`config.mk`:
```
export PLATFORM = sky130hd
export DESIGN_NAME = ihw_ctrl
export DESIGN_NICKNAME = d
export VERILOG_FILES = /design/src/ihw_ctrl.v /design/src/ihw_edge_sync.v
export VERILOG_INCLUDE_DIRS = /design/src /design/src/src
export SDC_FILE = /design/constraint.sdc
export NUM_CORES = 1
export LEC_CHECK = 0
export BUFFER_PORTS_ARGS = -buffer_cell sky130_fd_sc_hd__buf_2
export CORE_MARGIN = 2
export CORE_UTILIZATION = 41
export DETAILED_ROUTE_END_ITERATION = 7
export GPL_ROUTABILITY_DRIVEN = 0
export GPL_TIMING_DRIVEN = 0
export PLACE_DENSITY_LB_ADDON = 0.25
export SYNTH_ARGS = -nofsm -noshare
export SYNTH_HDL_FRONTEND = slang
export SYNTH_SLANG_ARGS = --single-unit
```
`constraint.sdc`:
```
create_clock -name i_mclk -period 1.9 [get_ports i_mclk]
set_input_delay 0.475 -clock i_mclk [delete_from_list [all_inputs] [get_ports i_mclk]]
set_output_delay 0.475 -clock i_mclk [all_outputs]
set_load 0.005 [all_outputs]
```
`src/ihw_consts.vh`:
```
// constants for the interrupt entry/return and halt/wake-up controller
// assumes a 200 MHz system clock and word-aligned AHB-Lite register access
`ifndef IHW_CONSTS_VH
`define IHW_CONSTS_VH

// register indices as printed; byte address is four times the index
`define IHW_IDX_CORE_STATUS_FLAGS   8'h00
`define IHW_IDX_AUDIO_IRQ_CONTROL   8'h09
`define IHW_IDX_MODE_STATUS         8'h20
`define IHW_IDX_W                   8

// core status flags fields
`define IHW_ST_ZERO_BIT             0
`define IHW_ST_CARRY_BIT            1
`define IHW_ST_REQ_BIT              2
// audio irq control fields
`define IHW_CT_AUDIO_EN_BIT         0
`define IHW_CT_GIE_BIT              1
// mode status fields
`define IHW_MS_IN_SERVICE_BIT       0
`define IHW_MS_HALT_BIT             1
`define IHW_MS_WAKE_WAIT_BIT        2
`define IHW_MS_RESET_WAIT_BIT       3

// reset values
`define IHW_RST_REQ_FLAG            1'b0
`define IHW_RST_GIE                 1'b0
`define IHW_RST_AUDIO_EN            1'b0

// program addresses
`define IHW_PC_W                    13
`define IHW_VEC_RESET               13'h0000
`define IHW_VEC_WAKEUP              13'h0004
`define IHW_VEC_IRQ                 13'h0008

// timing
`define IHW_CLK_HZ                  200000000
`define IHW_IRQ_RATE_HZ             32768
`define IHW_IRQ_RATE2_HZ            65536
`define IHW_PERIOD_W                13
`define IHW_STABLE_CYC              64
`define IHW_STABLE_W                7

`endif

```
`src/ihw_ctrl.v`:
```
// interrupt entry/return sequencing and halt/wake-up control for a 4-bit core
// assumes the core sequencer shares i_mclk and drives its strobes as one-cycle pulses
//
// What this block does
// - a taken interrupt forces the program counter to the one entry address 0x0008.
// - the request recurs at 32768 Hz, or at 65536 Hz with the double-rate option.
// - with the global enable high and the flag set, the interrupt is taken on the next clock.
// - on entry the next pc, page high, address high, carry and zero are saved in one clock.
// - entering service clears the global enable.
// - the request flag stays set after entry and only a software write clears it.
// - the return instruction restores the saved state and sets the global enable.
// - there is one shadow set, so no second entry happens before the return.
// - the core runs from the main clock in normal mode and HALT moves it to halt mode.
// - halt stops pc and core clock, and software cannot change mode until wake or reset.
// - a rising edge on any pin of ports A, B or E wakes the core from halt.
// - HALT puts 0x0004 on the pc on the next clock, and after a wake it waits 64 clocks to advance.
// - reset overrides wake, puts 0x0000 on the pc and waits 64 clocks before advancing.
// - working SRAM is left untouched during halt and across the wake-up.
// - each completed audio output cycle sets the request flag.
// - HALT clears the audio output enable, stopping the periodic request.
//
// Implementation choice: the AHB-Lite slave port.
`timescale 1ns/1ps
`include "ihw_consts.vh"

module ihw_ctrl #(
  parameter P_DOUBLE_RATE_IRQ_OPTION = 0,
  parameter P_IRQ_PERIOD_CYC         = (P_DOUBLE_RATE_IRQ_OPTION != 0) ?
                                       (`IHW_CLK_HZ / `IHW_IRQ_RATE2_HZ) :
                                       (`IHW_CLK_HZ / `IHW_IRQ_RATE_HZ)
) (
  input  wire                  i_mclk,
  input  wire                  i_rst,
  // ahb-lite slave
  input  wire                  i_hsel,
  input  wire [31:0]           i_haddr,
  input  wire [1:0]            i_htrans,
  input  wire                  i_hwrite,
  input  wire [2:0]            i_hsize,
  input  wire [31:0]           i_hwdata,
  input  wire                  i_hready,
  output wire [31:0]           o_hrdata,
  output wire                  o_hreadyout,
  output wire                  o_hresp,
  // core sequencer
  input  wire [`IHW_PC_W-1:0]  i_next_pc,
  input  wire [3:0]            i_data_page_high,
  input  wire [3:0]            i_memory_addr_high,
  input  wire                  i_carry_flag,
  input  wire                  i_zero_flag,
  input  wire                  i_exec_return_from_irq,
  input  wire                  i_exec_halt,
  output wire                  o_pc_load,
  output wire [`IHW_PC_W-1:0]  o_pc_load_addr,
  output wire                  o_pc_hold,
  output wire                  o_core_clk_en,
  output wire                  o_sram_write_block,
  output wire                  o_restore,
  output wire [3:0]            o_restore_data_page_high,
  output wire [3:0]            o_restore_memory_addr_high,
  output wire                  o_restore_carry,
  output wire                  o_restore_zero,
  output wire                  o_flag_write,
  output wire [1:0]            o_flag_write_data,
  output wire                  o_audio_output_enable,
  output wire                  o_audio_request,
  // wake-up pins
  input  wire [3:0]            i_port_a_pins,
  input  wire [3:0]            i_port_b_pins,
  input  wire [3:0]            i_port_e_pins
);

  //////////////////////////////////////////////////////////////////////////////
  // declarations

  localparam ST_RUN  = 4'h1;
  localparam ST_HALT = 4'h2;
  localparam ST_WAKE = 4'h4;
  localparam ST_RSTW = 4'h8;

  localparam integer PERIOD_LAST_I = P_IRQ_PERIOD_CYC - 1, STABLE_LAST_I = `IHW_STABLE_CYC - 1;
  localparam [`IHW_PERIOD_W-1:0] PERIOD_LAST = PERIOD_LAST_I[`IHW_PERIOD_W-1:0];
  localparam [`IHW_STABLE_W-1:0] STABLE_LAST = STABLE_LAST_I[`IHW_STABLE_W-1:0];

  reg  [3:0]                state_ff;
  reg  [3:0]                nxt_state;
  reg  [`IHW_STABLE_W-1:0]  stable_cnt_ff;
  reg  [`IHW_PERIOD_W-1:0]  period_cnt_ff;

  reg                       req_flag_ff;
  reg                       gie_ff;
  reg                       audio_en_ff;
  reg                       in_service_ff;

  reg  [`IHW_PC_W-1:0]      sh_pc_ff;
  reg  [3:0]                sh_page_ff;
  reg  [3:0]                sh_addr_hi_ff;
  reg                       sh_carry_ff;
  reg                       sh_zero_ff;

  reg                       pc_load_ff;
  reg  [`IHW_PC_W-1:0]      pc_load_addr_ff;
  reg                       restore_ff;
  reg                       flag_wr_ff;
  reg  [1:0]                flag_wr_data_ff;

  reg                       wr_pend_ff;
  reg  [`IHW_IDX_W-1:0]     wr_idx_ff;
  reg  [31:0]               rdata_ff;
  reg  [31:0]               nxt_rdata;

  wire                      pin_rise;
  wire                      running;
  wire                      audio_done;
  wire                      take_irq;
  wire                      do_return;
  wire                      do_halt;
  wire                      bus_req;
  wire [`IHW_IDX_W-1:0]     addr_idx;
  wire                      sw_wr;
  wire                      wr_status;
  wire                      wr_ctrl;

  //////////////////////////////////////////////////////////////////////////////
  // wake-up pin edges

  ihw_edge_sync #(
    .W (12)
  ) u_wake_sync (
    .i_mclk     (i_mclk),
    .i_rst      (i_rst),
    .i_pins     ({i_port_e_pins, i_port_b_pins, i_port_a_pins}),
    .o_any_rise (pin_rise)
  );

  //////////////////////////////////////////////////////////////////////////////
  // core events

  assign running    = (state_ff == ST_RUN);
  assign do_halt    = running & i_exec_halt;
  assign do_return  = running & i_exec_return_from_irq & ~do_halt;
  // halt and return outrank entry; the single shadow set blocks nesting
  assign take_irq   = running & gie_ff & req_flag_ff & ~in_service_ff
                      & ~do_halt & ~do_return;
  assign audio_done = audio_en_ff & (period_cnt_ff == PERIOD_LAST);

  //////////////////////////////////////////////////////////////////////////////
  // mode state machine

  always @* begin
    nxt_state = state_ff;
    case (state_ff)
      ST_RUN: begin
        if (do_halt)
          nxt_state = ST_HALT;
      end
      ST_HALT: begin
        if (pin_rise)
          nxt_state = ST_WAKE;
      end
      ST_WAKE: begin
        if (stable_cnt_ff == STABLE_LAST)
          nxt_state = ST_RUN;
      end
      ST_RSTW: begin
        if (stable_cnt_ff == STABLE_LAST)
          nxt_state = ST_RUN;
      end
      default: begin
        nxt_state = ST_RSTW;
      end
    endcase
  end

  // reset always lands in the reset wait, so it wins over any pending wake
  always @(posedge i_mclk) begin
    if (i_rst) begin
      state_ff      <= ST_RSTW;
      stable_cnt_ff <= {`IHW_STABLE_W{1'b0}};
    end else begin
      state_ff <= nxt_state;
      if (state_ff == ST_WAKE || state_ff == ST_RSTW)
        stable_cnt_ff <= stable_cnt_ff + 1'b1;
      else
        stable_cnt_ff <= {`IHW_STABLE_W{1'b0}};
    end
  end

  //////////////////////////////////////////////////////////////////////////////
  // periodic audio request source

  // integer division rounds the period down, so the rate sits slightly high
  always @(posedge i_mclk) begin
    if (i_rst) begin
      period_cnt_ff <= {`IHW_PERIOD_W{1'b0}};
    end else if (!audio_en_ff || audio_done) begin
      period_cnt_ff <= {`IHW_PERIOD_W{1'b0}};
    end else begin
      period_cnt_ff <= period_cnt_ff + 1'b1;
    end
  end

  //////////////////////////////////////////////////////////////////////////////
  // ahb-lite slave: zero wait states, always okay

  assign bus_req     = i_hsel & i_htrans[1] & i_hready;
  assign addr_idx    = i_haddr[`IHW_IDX_W+1:2];
  assign sw_wr       = wr_pend_ff;
  assign wr_status   = sw_wr & (wr_idx_ff == `IHW_IDX_CORE_STATUS_FLAGS);
  // writes to the control register are dropped unless the core is running
  assign wr_ctrl     = sw_wr & (wr_idx_ff == `IHW_IDX_AUDIO_IRQ_CONTROL) & running;

  always @* begin
    nxt_rdata = 32'h0000_0000;
    case (addr_idx)
      `IHW_IDX_CORE_STATUS_FLAGS: begin
        nxt_rdata[`IHW_ST_REQ_BIT]   = req_flag_ff;
        nxt_rdata[`IHW_ST_CARRY_BIT] = i_carry_flag;
        nxt_rdata[`IHW_ST_ZERO_BIT]  = i_zero_flag;
      end
      `IHW_IDX_AUDIO_IRQ_CONTROL: begin
        nxt_rdata[`IHW_CT_GIE_BIT]      = gie_ff;
        nxt_rdata[`IHW_CT_AUDIO_EN_BIT] = audio_en_ff;
      end
      `IHW_IDX_MODE_STATUS: begin
        nxt_rdata[`IHW_MS_IN_SERVICE_BIT] = in_service_ff;
        nxt_rdata[`IHW_MS_HALT_BIT]       = (state_ff == ST_HALT);
        nxt_rdata[`IHW_MS_WAKE_WAIT_BIT]  = (state_ff == ST_WAKE);
        nxt_rdata[`IHW_MS_RESET_WAIT_BIT] = (state_ff == ST_RSTW);
      end
      default: begin
        nxt_rdata = 32'h0000_0000;
      end
    endcase
  end

  always @(posedge i_mclk) begin
    if (i_rst) begin
      wr_pend_ff <= 1'b0;
      wr_idx_ff  <= {`IHW_IDX_W{1'b0}};
      rdata_ff   <= 32'h0000_0000;
    end else begin
      wr_pend_ff <= bus_req & i_hwrite;
      if (bus_req) begin
        wr_idx_ff <= addr_idx;
        rdata_ff  <= i_hwrite ? 32'h0000_0000 : nxt_rdata;
      end
    end
  end

  assign o_hrdata    = rdata_ff;
  assign o_hreadyout = 1'b1;
  assign o_hresp     = 1'b0;

  //////////////////////////////////////////////////////////////////////////////
  // flags and enables

  always @(posedge i_mclk) begin
    if (i_rst) begin
      req_flag_ff   <= `IHW_RST_REQ_FLAG;
      gie_ff        <= `IHW_RST_GIE;
      audio_en_ff   <= `IHW_RST_AUDIO_EN;
      in_service_ff <= 1'b0;
    end else begin
      // hardware set wins over a software clear in the same cycle
      if (audio_done)
        req_flag_ff <= 1'b1;
      else if (wr_status)
        req_flag_ff <= i_hwdata[`IHW_ST_REQ_BIT];

      if (take_irq)
        gie_ff <= 1'b0;
      else if (do_return)
        gie_ff <= 1'b1;
      else if (wr_ctrl)
        gie_ff <= i_hwdata[`IHW_CT_GIE_BIT];

      if (do_halt)
        audio_en_ff <= 1'b0;
      else if (wr_ctrl)
        audio_en_ff <= i_hwdata[`IHW_CT_AUDIO_EN_BIT];

      if (take_irq)
        in_service_ff <= 1'b1;
      else if (do_return)
        in_service_ff <= 1'b0;
    end
  end

  //////////////////////////////////////////////////////////////////////////////
  // shadow registers and pc control

  always @(posedge i_mclk) begin
    if (i_rst) begin
      sh_pc_ff      <= {`IHW_PC_W{1'b0}};
      sh_page_ff    <= 4'h0;
      sh_addr_hi_ff <= 4'h0;
      sh_carry_ff   <= 1'b0;
      sh_zero_ff    <= 1'b0;
    end else if (take_irq) begin
      sh_pc_ff      <= i_next_pc;
      sh_page_ff    <= i_data_page_high;
      sh_addr_hi_ff <= i_memory_addr_high;
      sh_carry_ff   <= i_carry_flag;
      sh_zero_ff    <= i_zero_flag;
    end
  end

  // restored pc rides the same load strobe as the vectors
  always @(posedge i_mclk) begin
    if (i_rst) begin
      pc_load_ff      <= 1'b1;
      pc_load_addr_ff <= `IHW_VEC_RESET;
      restore_ff      <= 1'b0;
      flag_wr_ff      <= 1'b0;
      flag_wr_data_ff <= 2'b00;
    end else begin
      restore_ff      <= do_return;
      flag_wr_ff      <= wr_status;
      flag_wr_data_ff <= i_hwdata[`IHW_ST_CARRY_BIT:`IHW_ST_ZERO_BIT];
      if (do_halt) begin
        pc_load_ff      <= 1'b1;
        pc_load_addr_ff <= `IHW_VEC_WAKEUP;
      end else if (take_irq) begin
        pc_load_ff      <= 1'b1;
        pc_load_addr_ff <= `IHW_VEC_IRQ;
      end else if (do_return) begin
        pc_load_ff      <= 1'b1;
        pc_load_addr_ff <= sh_pc_ff;
      end else begin
        pc_load_ff      <= (nxt_state != ST_RUN);
      end
    end
  end

  //////////////////////////////////////////////////////////////////////////////
  // outputs

  assign o_pc_load                  = pc_load_ff;
  assign o_pc_load_addr             = pc_load_addr_ff;
  assign o_pc_hold                  = ~running;
  // core clock only in run; the wait states keep it gated until stable
  assign o_core_clk_en              = running;
  // sram contents are frozen whenever the core is not running
  assign o_sram_write_block         = ~running;
  assign o_restore                  = restore_ff;
  assign o_restore_data_page_high   = sh_page_ff;
  assign o_restore_memory_addr_high = sh_addr_hi_ff;
  assign o_restore_carry            = sh_carry_ff;
  assign o_restore_zero             = sh_zero_ff;
  assign o_flag_write               = flag_wr_ff;
  assign o_flag_write_data          = flag_wr_data_ff;
  assign o_audio_output_enable      = audio_en_ff;
  assign o_audio_request            = req_flag_ff;

endmodule

```
`src/ihw_edge_sync.v`:
```
// two-flop synchroniser and rising-edge detector for a group of pins
// assumes pins are asynchronous to i_mclk; output is a registered pulse on a rising edge of any pin
`timescale 1ns/1ps

module ihw_edge_sync #(
  parameter W = 12
) (
  input  wire         i_mclk,
  input  wire         i_rst,
  input  wire [W-1:0] i_pins,
  output wire         o_any_rise
);

  reg [W-1:0] sync1_ff;
  reg [W-1:0] sync2_ff;
  reg [W-1:0] last_ff;
  reg         rise_ff;

  always @(posedge i_mclk) begin
    if (i_rst) begin
      sync1_ff <= {W{1'b0}};
      sync2_ff <= {W{1'b0}};
      last_ff  <= {W{1'b0}};
      rise_ff  <= 1'b0;
    end else begin
      sync1_ff <= i_pins;
      sync2_ff <= sync1_ff;
      last_ff  <= sync2_ff;
      // only the second stage feeds the detector
      rise_ff  <= |(sync2_ff & ~last_ff);
    end
  end

  assign o_any_rise = rise_ff;

endmodule

```
After elaboration in Yosys (flattened, before gate mapping)
Index checks and enable logic that the tools add are counted.
Widths: inputs -> output; s select.
- output and inout port bits: 67
- register bits after elaboration: 147
- bitwise gates (word level): 22
- equal/unequal tests: 10
- add/sub/neg operators: 2
- reduce and logical (&&, ||, !) cells: 17
- muxes and demuxes: 17
- operators with widths (kind ; count):
    $mux 4 ; 6
    $eq 8x4->1 const B ; 2
    $logic_not 8->1 ; 2
    $and 1x1->1 ; 15
    $add 13x1->13 const B ; 1
    $eq 13x13->1 const B ; 1
    $and 12x12->12 ; 1
    $not 12->12 ; 1
    $pmux 4 s3 ; 1
    $reduce_or 12->1 ; 1
    $reduce_or 2->1 ; 5
    $eq 8x6->1 const B ; 1
    $add 7x1->7 const B ; 1
    $eq 7x6->1 const B ; 1
    $mux 1 ; 7
    $pmux 2 s3 ; 1
    $reduce_bool 2->1 ; 3
    $not 1->1 ; 5
    $eq 4x1->1 const B ; 1
    $eq 4x2->1 const B ; 1
    $eq 4x3->1 const B ; 1
    $eq 4x4->1 const B ; 1
    $ne 4x1->1 const B ; 1
    $reduce_or 4->1 ; 1
    6 further kinds ; 7

Logic depth before layout (Yosys ltp)
Gate-level depths: netlist of run 1.
- word-level depth: 8
- mapped depth: 7
- depth with buffers taken out: 6

By module
Synthesis of run 1 repeated with hierarchy kept, for this count alone.
- cells, all modules: 523
- area, all modules: 4740.8 um^2
- modules (own cells, without submodules) (module ; seq. area each (um^2) ; cells an instance ; area an instance (um^2) ; instances):
    ihw_ctrl ; 1641.6 ; 431 ; 3575.9 ; 1
    ihw_edge_sync ; 740.7 ; 92 ; 1164.9 ; 1

Least setup slack after synthesis of run 1
OpenSTA, ideal clock, no wires.
- kind: reg2reg
- start point: reg state_ff[1]
- end point: reg sh_pc_ff[4]
- slack: 0.215 ns
- required time: 1.830 ns
- path buffers: 2
- cell stages (with the launch flop): 8
- arrival time: 1.614 ns
- setup time: 0.070 ns
- cells stage by stage: dfxtp_1 -> buf_6 -> nor4b_4 -> inv_4 -> nor3b_4 -> buf_6 -> nand2_1 -> a21oi_1
- longest elaborated chain between the ends: 6
- RTL lines (element ; RTL line ; source):
    start: declaration ; ihw_ctrl.v:85 ; reg [3:0] state_ff;
    start signal: assignment ; ihw_ctrl.v:181 ; state_ff <= nxt_state;
    $eq 4x1->1 (*) ; ihw_ctrl.v:139 ; assign running = (state_ff == ST_RUN);
    net o_core_clk_en ; ihw_ctrl.v:56 ; output wire o_core_clk_en,
    $and 1x1->1 (on tied branches) ; ihw_ctrl.v:143, ihw_ctrl.v:140 ;
    $and 1x1->1 or $not 1->1 (tied branches) ; ihw_ctrl.v:143, ihw_ctrl.v:141, ihw_ctrl.v:144 ;
    $and 1x1->1 (on tied branches) ; ihw_ctrl.v:143, ihw_ctrl.v:141 ;
    $and 1x1->1 or $not 1->1 (tied branches) ; ihw_ctrl.v:144 ; & ~do_halt & ~do_return;
    $and 1x1->1 (*) ; ihw_ctrl.v:144 ;
    end signal: assignment ; ihw_ctrl.v:295 ; sh_pc_ff <= {`IHW_PC_W{1'b0}};
    end signal: assignment ; ihw_ctrl.v:301 ; sh_pc_ff <= i_next_pc;
    end: declaration ; ihw_ctrl.v:95 ; reg [`IHW_PC_W-1:0] sh_pc_ff;
Mark *: on every way through the listed nets, which the timed path passes. The rest lies on a longest branch.
A chain may end at the register's enable or synchronous reset.

Worst setup path in the final report of run 1
- start point: reg state_ff[1]
- end point: out o_pc_hold
- longest elaborated chain between the ends: 2
- RTL lines (element ; RTL line ; source):
    $eq 4x1->1 ; ihw_ctrl.v:139 ;
    $not 1->1 ; ihw_ctrl.v:341 ; assign o_pc_hold = ~running;
    end: declaration ; ihw_ctrl.v:55 ; output wire o_pc_hold,
Every way passes these cells.

==> metrics, run 1 <==
status=finished clean; hold path start=i_port_a_pins[0]; Fin Setup TNS=0 ns; pin count of the biggest net entering global routing=17; CP Launch Type=flop; ranking of synthesized cells by area=dfxtp_1 51%, nand2_1 7.9%, a21oi_1 5.6%; CP peak stage delay=0.35 ns; unrepaired setup endpoints after global routing=true; Initial Utilization=42.3%; Core Area=0.0109 mm2; placed cell count=784; fin cells=823; CTS Buf Count=17; vias post-DR=3837; worst reg2reg startpoint=o_audio_request; relative slew slack=58.4%; vias in the first global route=3518; worst hold path type=in -> reg; gr usage total=17.8%; reg-to-reg endpoint=sh_pc_ff[2]; Util after Layout=55.0%; simple-gate share of the synthesized area=24.6%; leak pwr=2.49 nW; FP Rows=38; Fmax=544 MHz; final hold slack=0.274 ns; synthesis-to-layout area growth=30.0%; mux cell area share after synthesis=1.32%; minimum clock period=1.84 ns; Avg Synthesized Cell Area=8.75 um2; slowest CP cell=dfxtp_4; Worst Path Required=1.42 ns; Slew @ Worst Pin=0.624 ns; crit path max fanout=3; FF+latch count, synth=119; Worst Reg-to-Reg Cells=5; die height=110 um; VDD IR max=0.000597 V; # diodes=0; share of cells above drive strength 1=26.5%; # DRC=0; Max Slew Vio Count=0; crit-path cells=nor4b_4, buf_4, inv_4, buf_6; most frequent cells in the layout=117 x dfxtp_1, 98 x nand2_1, 86 x buf_2; dpl hpwl=7470 um; register area share after synthesis=51.5%; post-synthesis instance total=529; main combinational cell family by area after synthesis=simple AND/OR/NAND/NOR gates; Pwr Density=965 mW/mm2; Post-Synth Adder-Cell Area=0.811%; yosys warns=0; Setup Crit Path Kind=reg -> out; ratio of final minimum period to clock period=96.7%; Hold Path End=u_wake_sync.sync1_ff[0]; Max clock buf depth=2; XOR/XNOR share of the synthesized area=3.03%; cell area after synthesis=0.00463 mm2; Worst Clk Skew=0.0105 ns; Final ANT Viol Nets=0; final hold violation count=0; Yosys top cell area share=51.5%; DIE AREA=0.0122 mm2; EDFF count, synth=0; Worst-Skew Late Latency=0.40 ns; Tot Pwr=5.81 mW; CTS H-tree depth=4; clk slew on worst S/H paths=0.06 ns; endpoints failing setup=0; Nets=784; Die W=110 um; CP Capture Type=output port; first-pass GRT wire length=16500 um; Congestion Overflow GR=0; vias per cell=4.66; antenna violations before repair=0; routed len/inst=12.8 um; FILL cells=1013; hold path cells=2; critical path data arrival time=1.36 ns; I/O pin count=178; CTS tree=done; Reg2Reg Setup Slack=0.08 ns; drt pass-1 iters=5; Async S/R FF share, synth=0%; Compound-Gate Fraction of Synth Area=9.32%; Post-Route WL=10500 um; number of library cell types mapped by synthesis=49; Initial DRC Count=196; top cell type by total area after synthesis=dfxtp_1; CTS root buf=clkbuf_16; IO buf count=87; Clock Sinks=119; ys flop type=dfxtp_1; most common cell after layout, fill and taps aside=dfxtp_1; Max-cap violations=0
-- worst max-delay path, delay by kind of cell (launching register included) --
kind	cells	cell delay, ns
buf+inv	3	0.31
flops	1	0.35
simple gates	1	0.29
-- kinds of logic (layout without fill, tap and decap cells) --
logic type / count (synthesis) / count (layout)
and+or+nand+nor: 231 / 231
DFF: 119 / 119
AOI/OAI and AO/OA: 77 / 77
buffers and inverters: 75 / 201
xor gates and xnor gates: 16 / 16
muxes: 6 / 6
adders and majority gates: 3 / 3
other: 2 / 30
-- power breakdown --
part	switching (mW)	internal, mW	total, mW
logic	0.135	0.127	0.262
registers	0.0180	2.54	2.56
clock network	1.27	1.72	2.99
-- registers in the layout, indices dropped and copies added (netlist names), 2 cells and up --
signal and flops:
o_pc_load_addr 13, period_cnt_ff 13, sh_pc_ff 13, u_wake_sync.last_ff 12, u_wake_sync.sync1_ff 12, u_wake_sync.sync2_ff 12
wr_idx_ff 8, stable_cnt_ff 7, o_hrdata 4, o_restore_data_page_high 4, o_restore_memory_addr_high 4, state_ff 4
o_flag_write_data 2
-- worst max-delay path by stage --
stage,from,end,cells after the start
3_5_place_dp,i_rst,wr_idx_ff[3],4
3_3_place_gp,i_rst,o_flag_write,4
6_report,state_ff[1],o_pc_hold,4
2_1_floorplan,state_ff[1],sh_pc_ff[4],7
4_1_cts,o_audio_request,sh_pc_ff[0],5
5_1_grt,o_audio_request,sh_pc_ff[2],5
-- repair_timing --
item / 4_1_cts / 5_1_grt
endpoints found under the hold margin: 0 / 0
pin swaps: 1 / 2
buffers inserted: 8 / 2
gates resized for setup: 6 / 9
endpoints found under the setup margin: 41 / 36
hold buffers: 0 / 0
-- synthesized netlist by cell type, types with 5 or more instances --
master and n:
dfxtp_1 119, nand2_1 98, a21oi_1 52, nor2_1 44
nor2b_1 34, buf_4 31, inv_1 17, clkbuf_1 16
nand3_1 11, xnor2_1 10, o21ai_0 8, nor3_1 7
xor2_1 6, mux2i_1 5, nor4_1 5
-- area by class of cell --
type | count | area [um2] | share of cell area (%)
Sequential cell | 119 | 2390 | 39.7
Clock buffer | 17 | 425 | 7.07
Inverter | 18 | 70.1 | 1.16
Clock inverter | 15 | 130 | 2.16
Tap cell | 140 | 175 | 2.91
Timing Repair Buffer | 97 | 529 | 8.80
Multi-Input combinational cell | 363 | 1960 | 32.5
Buffer | 54 | 344 | 5.72
-- metrics by stage --
step	instance area [um2]	worst slack, ns
2_1_floorplan	4730	0.215
3_3_place_gp	5350	-0.246
3_5_place_dp	5350	-0.248
4_1_cts	5970	0.00910
5_1_grt	6020	-0.0399
6_report	6020	0.0633
-- metal layers --
layer	global-route usage (%)	up-vias	wire length (um)
met5	0	-	0
met2	29.8	126	4970
met4	6.61	0	109
met1	21.9	1729	4750
li1	-	1970	-
met3	4.59	12	682
Note: power is estimated with default switching activity, not from simulation.
==> run 2, diff against run 1 <==
--- a/config.mk
+++ b/config.mk
@@ -13,6 +13,7 @@
 export GPL_ROUTABILITY_DRIVEN = 0
 export GPL_TIMING_DRIVEN = 0
 export PLACE_DENSITY_LB_ADDON = 0.25
+export REMOVE_ABC_BUFFERS = 1
 export SYNTH_ARGS = -nofsm -noshare
 export SYNTH_HDL_FRONTEND = slang
 export SYNTH_SLANG_ARGS = --single-unit
==> metrics, run 2 (synthesis results as in run 1) <==
Nets=748 (-4.6%); first-pass GRT wire length=16000 um (-3.1%); clock power share=49.4% (-2.0 points); I/O pin count=178 (unchanged); Post-CTS Hold Fix Bufs=0 (unchanged); routed len/inst=12.7 um (-0.40%); endpoints failing setup=0 (unchanged); Final ANT Viol Nets=0 (unchanged); Reg2Reg Setup Slack=0.08 ns (about the same); share of power burned in registers=46.8% (+2.8 points); CTS Buf Count=17 (unchanged); Gate power share=3.8% (-0.7 points); gr usage total=17.3% (-0.46 points); Initial DRC Count=209 (+6.6%); DIE AREA=0.0122 mm2 (unchanged); Max clock buf depth=2 (unchanged); leak pwr=2.34 nW (-6.0%); Util after Layout=52.9% (-2.1 points); most common cell after layout, fill and taps aside=dfxtp_1; antenna violations before repair=0 (unchanged); dpl hpwl=6410 um (-14%); final hold violation count=0 (unchanged); CP Capture Type=output port; FP Rows=38 (unchanged); IO buf count=90 (+3.4%); critical path data arrival time=1.39 ns (+0.03 ns); # diodes=0 (unchanged); Worst-Skew Late Latency=0.40 ns (about the same); Initial Utilization=42.3% (unchanged); relative slew slack=40.3% (-18 points); ratio of final minimum period to clock period=98.4% (+1.7 points); unrepaired setup endpoints after global routing=true; CP Launch Type=flop; share of cells above drive strength 1=24.4% (-2.1 points); Setup Crit Path Kind=reg -> out; drt pass-1 iters=4 (-1); Core Area=0.0109 mm2 (unchanged); # DRC=0 (unchanged); Tot Pwr=5.46 mW (-5.9%); most frequent cells in the layout=115 x dfxtp_1, 98 x nand2_1, 86 x buf_2; FILL cells=1031 (+1.8%); die height=110 um (unchanged); vias per cell=4.82 (+3.4%); Max Slew Vio Count=0 (unchanged); Sw Pwr=1.18 mW (-17%); Worst Path Required=1.42 ns (about the same); vias in the first global route=3495 (-0.65%); worst slack, placed=-0.561 ns (-0.313 ns); VDD IR max=0.000482 V (-19%); Max-cap violations=0 (unchanged); pin count of the biggest net entering global routing=91 (+74); crit path max fanout=7 (+4); Int Pwr=4.28 mW (-2.3%); Congestion Overflow GR=0 (unchanged); Sw Share=21.6% (-2.9 points); clk slew on worst S/H paths=0.05 ns (about the same); minimum clock period=1.87 ns (+0.0324 ns); Post-Route WL=9970 um (-5.1%); vias post-DR=3779 (-1.5%); Pwr Density=944 mW/mm2 (-2.2%); Worst Clk Skew=0.00724 ns (-0.00329 ns); PnR worst setup slack=0.0308 ns (-0.0324 ns); CTS root buf=clkbuf_16; Die W=110 um (unchanged); status=finished clean; CTS H-tree depth=4 (unchanged); Clock Sinks=119 (unchanged); Slew @ Worst Pin=0.896 ns (+0.271 ns); worst hold path type=in -> reg; synthesis-to-layout area growth=25.0%; Fmax=535 MHz (-1.7%); CTS tree=done
run 2: path summary, 6_finish.rpt:
kind / startpoint / depth (start not counted) / endpoint
hold reg to reg: u_wake_sync.sync1_ff[8] / 1 / u_wake_sync.sync2_ff[8]
hold / removal: i_port_a_pins[0] / 2 / u_wake_sync.sync1_ff[0]
setup / recovery: state_ff[3] / 4 / o_pc_hold
setup reg to reg: state_ff[3] / 5 / o_hrdata[3]
run 2: power by group through the flow:
stage | registers, mW | clock network, mW | logic (mW)
finish | 2.56 | 2.70 | 0.205
global route | 2.56 | 2.88 | 0.232
CTS | 2.56 | 2.76 | 0.203
detailed placement | 2.61 | 0 | 0.200
global placement | 2.61 | 0 | 0.195
floorplan | 2.61 | 0 | 0.0870
run 2: cell type report:
| type | instances | area, um2 | share of cell area (%) |
|---|---|---|---|
| clock buffers | 19 | 443 | 7.65 |
| repair buffers | 113 | 669 | 11.6 |
| clock inverters | 10 | 60.1 | 1.04 |
| flip-flops and latches | 119 | 2390 | 41.3 |
| multi-input cells | 365 | 1970 | 34.1 |
| well taps | 140 | 175 | 3.03 |
| inverters | 18 | 72.6 | 1.25 |
run 2: critical path: stages, from the launching register on:
cell and delay, ns:
dfxtp_4 0.37, nor4b_4 0.29, buf_4 0.18, inv_6 0.05, buf_6 0.11
run 2: timing repair:
action,in CTS,in global routing
gates resized for setup,6,9
endpoints found under the setup margin,41,16
gates cloned,2,0
buffers inserted,16,7
pin swaps,4,2
run 2: per-stage QoR:
step | hold WS (ns) | setup TNS [ns] | area [um2] | instances
4_1_cts | 0.266 | 0 | 5690 | 777
2_1_floorplan | 0.410 | -0.193 | 4380 | 500
5_1_grt | 0.261 | -0.220 | 5790 | 784
3_5_place_dp | 0.420 | -15.88 | 5000 | 730
3_3_place_gp | 0.415 | -25.58 | 5000 | 730
6_report | 0.281 | 0 | 5790 | 784
run 2: per-layer routing:
metal / share of wire, % / GRT usage [%]
met1: 44 / 21.0
met2: 50 / 28.5
met3: 4.8 / 5.11
met4: 1.5 / 7.32
met5: 0 / 0
==> run 3, diff against run 2 <==
--- a/config.mk
+++ b/config.mk
@@ -13,7 +13,6 @@
 export GPL_ROUTABILITY_DRIVEN = 0
 export GPL_TIMING_DRIVEN = 0
 export PLACE_DENSITY_LB_ADDON = 0.25
-export REMOVE_ABC_BUFFERS = 1
 export SYNTH_ARGS = -nofsm -noshare
 export SYNTH_HDL_FRONTEND = slang
 export SYNTH_SLANG_ARGS = --single-unit
==> constraint.sdc (replaced) <==
create_clock -name i_mclk -period 1.58 [get_ports i_mclk]
set_input_delay 0.395 -clock i_mclk [delete_from_list [all_inputs] [get_ports i_mclk]]
set_output_delay 0.395 -clock i_mclk [all_outputs]
set_load 0.005 [all_outputs]
==> metrics, run 3 (synthesis results as in run 1) <==
Max clock buf depth=2 (unchanged); Worst Reg-to-Reg Cells=9 (+4); final hold violation count=0 (unchanged); CP Capture Type=output port; CTS H-tree depth=4 (unchanged); worst slack, placed=-0.500 ns (+0.0615 ns); endpoints failing setup=40 (+40); Worst Clk Skew=0.00548 ns (-0.00176 ns); status=finished, violations left; FP Rows=38 (unchanged); Nets=795 (+6.3%); CP Launch Type=flop; most frequent cells in the layout=111 x dfxtp_1, 97 x nand2_1, 89 x buf_2; Fin Setup TNS=-4.31 ns (-4.31 ns); share of cells above drive strength 1=33.0% (+8.6 points); dpl hpwl=7570 um (+18%); clk slew on worst S/H paths=0.06 ns (about the same); vias in the first global route=3690 (+5.6%); DIE AREA=0.0122 mm2 (unchanged); die height=110 um (unchanged); Reg2Reg Setup Slack=-0.17 ns (-0.25 ns); Congestion Overflow GR=0 (unchanged); vias per cell=4.83 (+0.30%); CTS root buf=clkbuf_16; I/O pin count=178 (unchanged); first-pass GRT wire length=17400 um (+8.6%); Clock Sinks=119 (unchanged); Tot Pwr=7.19 mW (+32%); hold path cells=2 (unchanged); drt pass-1 iters=4 (unchanged); Core Area=0.0109 mm2 (unchanged); final hold slack=0.191 ns (-0.0902 ns); minimum clock period=1.84 ns; Hold Path End=u_wake_sync.sync1_ff[2]; pin count of the biggest net entering global routing=17 (-81%); reg-to-reg endpoint=sh_pc_ff[1]; # DRC=0 (unchanged); vias post-DR=4032 (+6.7%); # diodes=0 (unchanged); hold path start=i_port_a_pins[2]; Pwr Density=1130 mW/mm2 (+20%); worst reg2reg startpoint=state_ff[2]; CTS tree=done; Max Slew Vio Count=0 (unchanged); Worst-Skew Late Latency=0.41 ns (about the same); gr usage total=18.7% (+1.4 points); PnR worst setup slack=-0.260 ns (-0.291 ns); worst hold path type=in -> reg; antenna violations before repair=0 (unchanged); routed len/inst=13.8 um (+8.3%); VDD IR max=0.000722 V (+50%); Setup Crit Path Kind=reg -> out; Worst Path Required=1.18 ns (-0.24 ns); Fmax=543 MHz; leak pwr=2.63 nW (+13%); Initial DRC Count=198 (-5.3%); failing checks=setup timing; Slew @ Worst Pin=0.674 ns (-0.221 ns); synthesis-to-layout area growth=37.3%; critical path data arrival time=1.45 ns (+0.06 ns); Post-Route WL=11500 um (+15%); unrepaired setup endpoints after global routing=true; CTS Buf Count=17 (unchanged); Max-cap violations=0 (unchanged); FILL cells=985 (-4.5%); Final ANT Viol Nets=0 (unchanged); ratio of final minimum period to clock period=116%; Die W=110 um (unchanged); relative slew slack=55.0% (+15 points); crit path max fanout=3 (-4); IO buf count=87 (-3.3%); most common cell after layout, fill and taps aside=dfxtp_1; Initial Utilization=42.3% (unchanged)
-- run 3: cell types whose count changed in the layout (fill, tap and decap cells not counted), sizes merged --
cell and delta:
clkbuf +17, clkinv -3, nand3b -1, bufinv +2, buf +32, nor3b -1, inv +4
-- run 3: stage by stage --
stage	util, %	cell area, um2	instances
finish	58.1	6360	834
detailed placement	48.9	5350	784
global route	58.1	6360	834
floorplan	-	4740	557
global placement	48.9	5350	784
CTS	56.5	6180	832
-- run 3: worst max-delay path by stage --
stage,start,end,slack (ns),depth (start not counted)
2_1_floorplan,state_ff[1],sh_pc_ff[4],-0.06,7
3_3_place_gp,i_rst,sh_pc_ff[12],-0.46,4
3_5_place_dp,state_ff[0],in_service_ff,-0.50,6
4_1_cts,state_ff[1],o_sram_write_block,-0.29,6
5_1_grt,state_ff[2],o_sram_write_block,-0.34,5
6_report,state_ff[2],o_sram_write_block,-0.26,5
-- run 3: cell type report --
class | instances | area, um2 | share of cell area, %
tap | 140 | 175 | 2.76
timing repair buffer | 107 | 632 | 9.94
buffer | 55 | 385 | 6.06
multi-input combinational | 363 | 2110 | 33.1
inverter | 18 | 72.6 | 1.14
sequential | 119 | 2400 | 37.7
clock inverter | 13 | 144 | 2.26
clock buffer | 19 | 443 | 6.97
-- run 3: per-layer routing --
metal	global-route usage, %	part of all wire (%)
met5	0	0
met4	7.50	1.9
met3	6.53	7.5
met2	31.4	49
met1	21.7	42
-- run 3: report_power, final --
part           internal, mW  switching [mW]  leakage (nW)
combinational         0.156           0.167          1.39
clock                  2.38            1.42         0.277
sequential             3.06          0.0226         0.971
total                  5.59            1.61          2.63
-- run 3: critical path, cell delays in order, from the launching register on --
cell,delay [ns]
dfxtp_2,0.34
nor4b_4,0.26
buf_4,0.18
inv_6,0.03
buf_4,0.12
buf_6,0.10
-- run 3: timing repair --
action,CTS,global route
pin swaps,5,9
cloned,3,1
endpoints found under the setup margin,62,65
hold buffers,0,0
endpoints found under the hold margin,0,0
gates resized for setup,35,48
buffers inserted,14,3
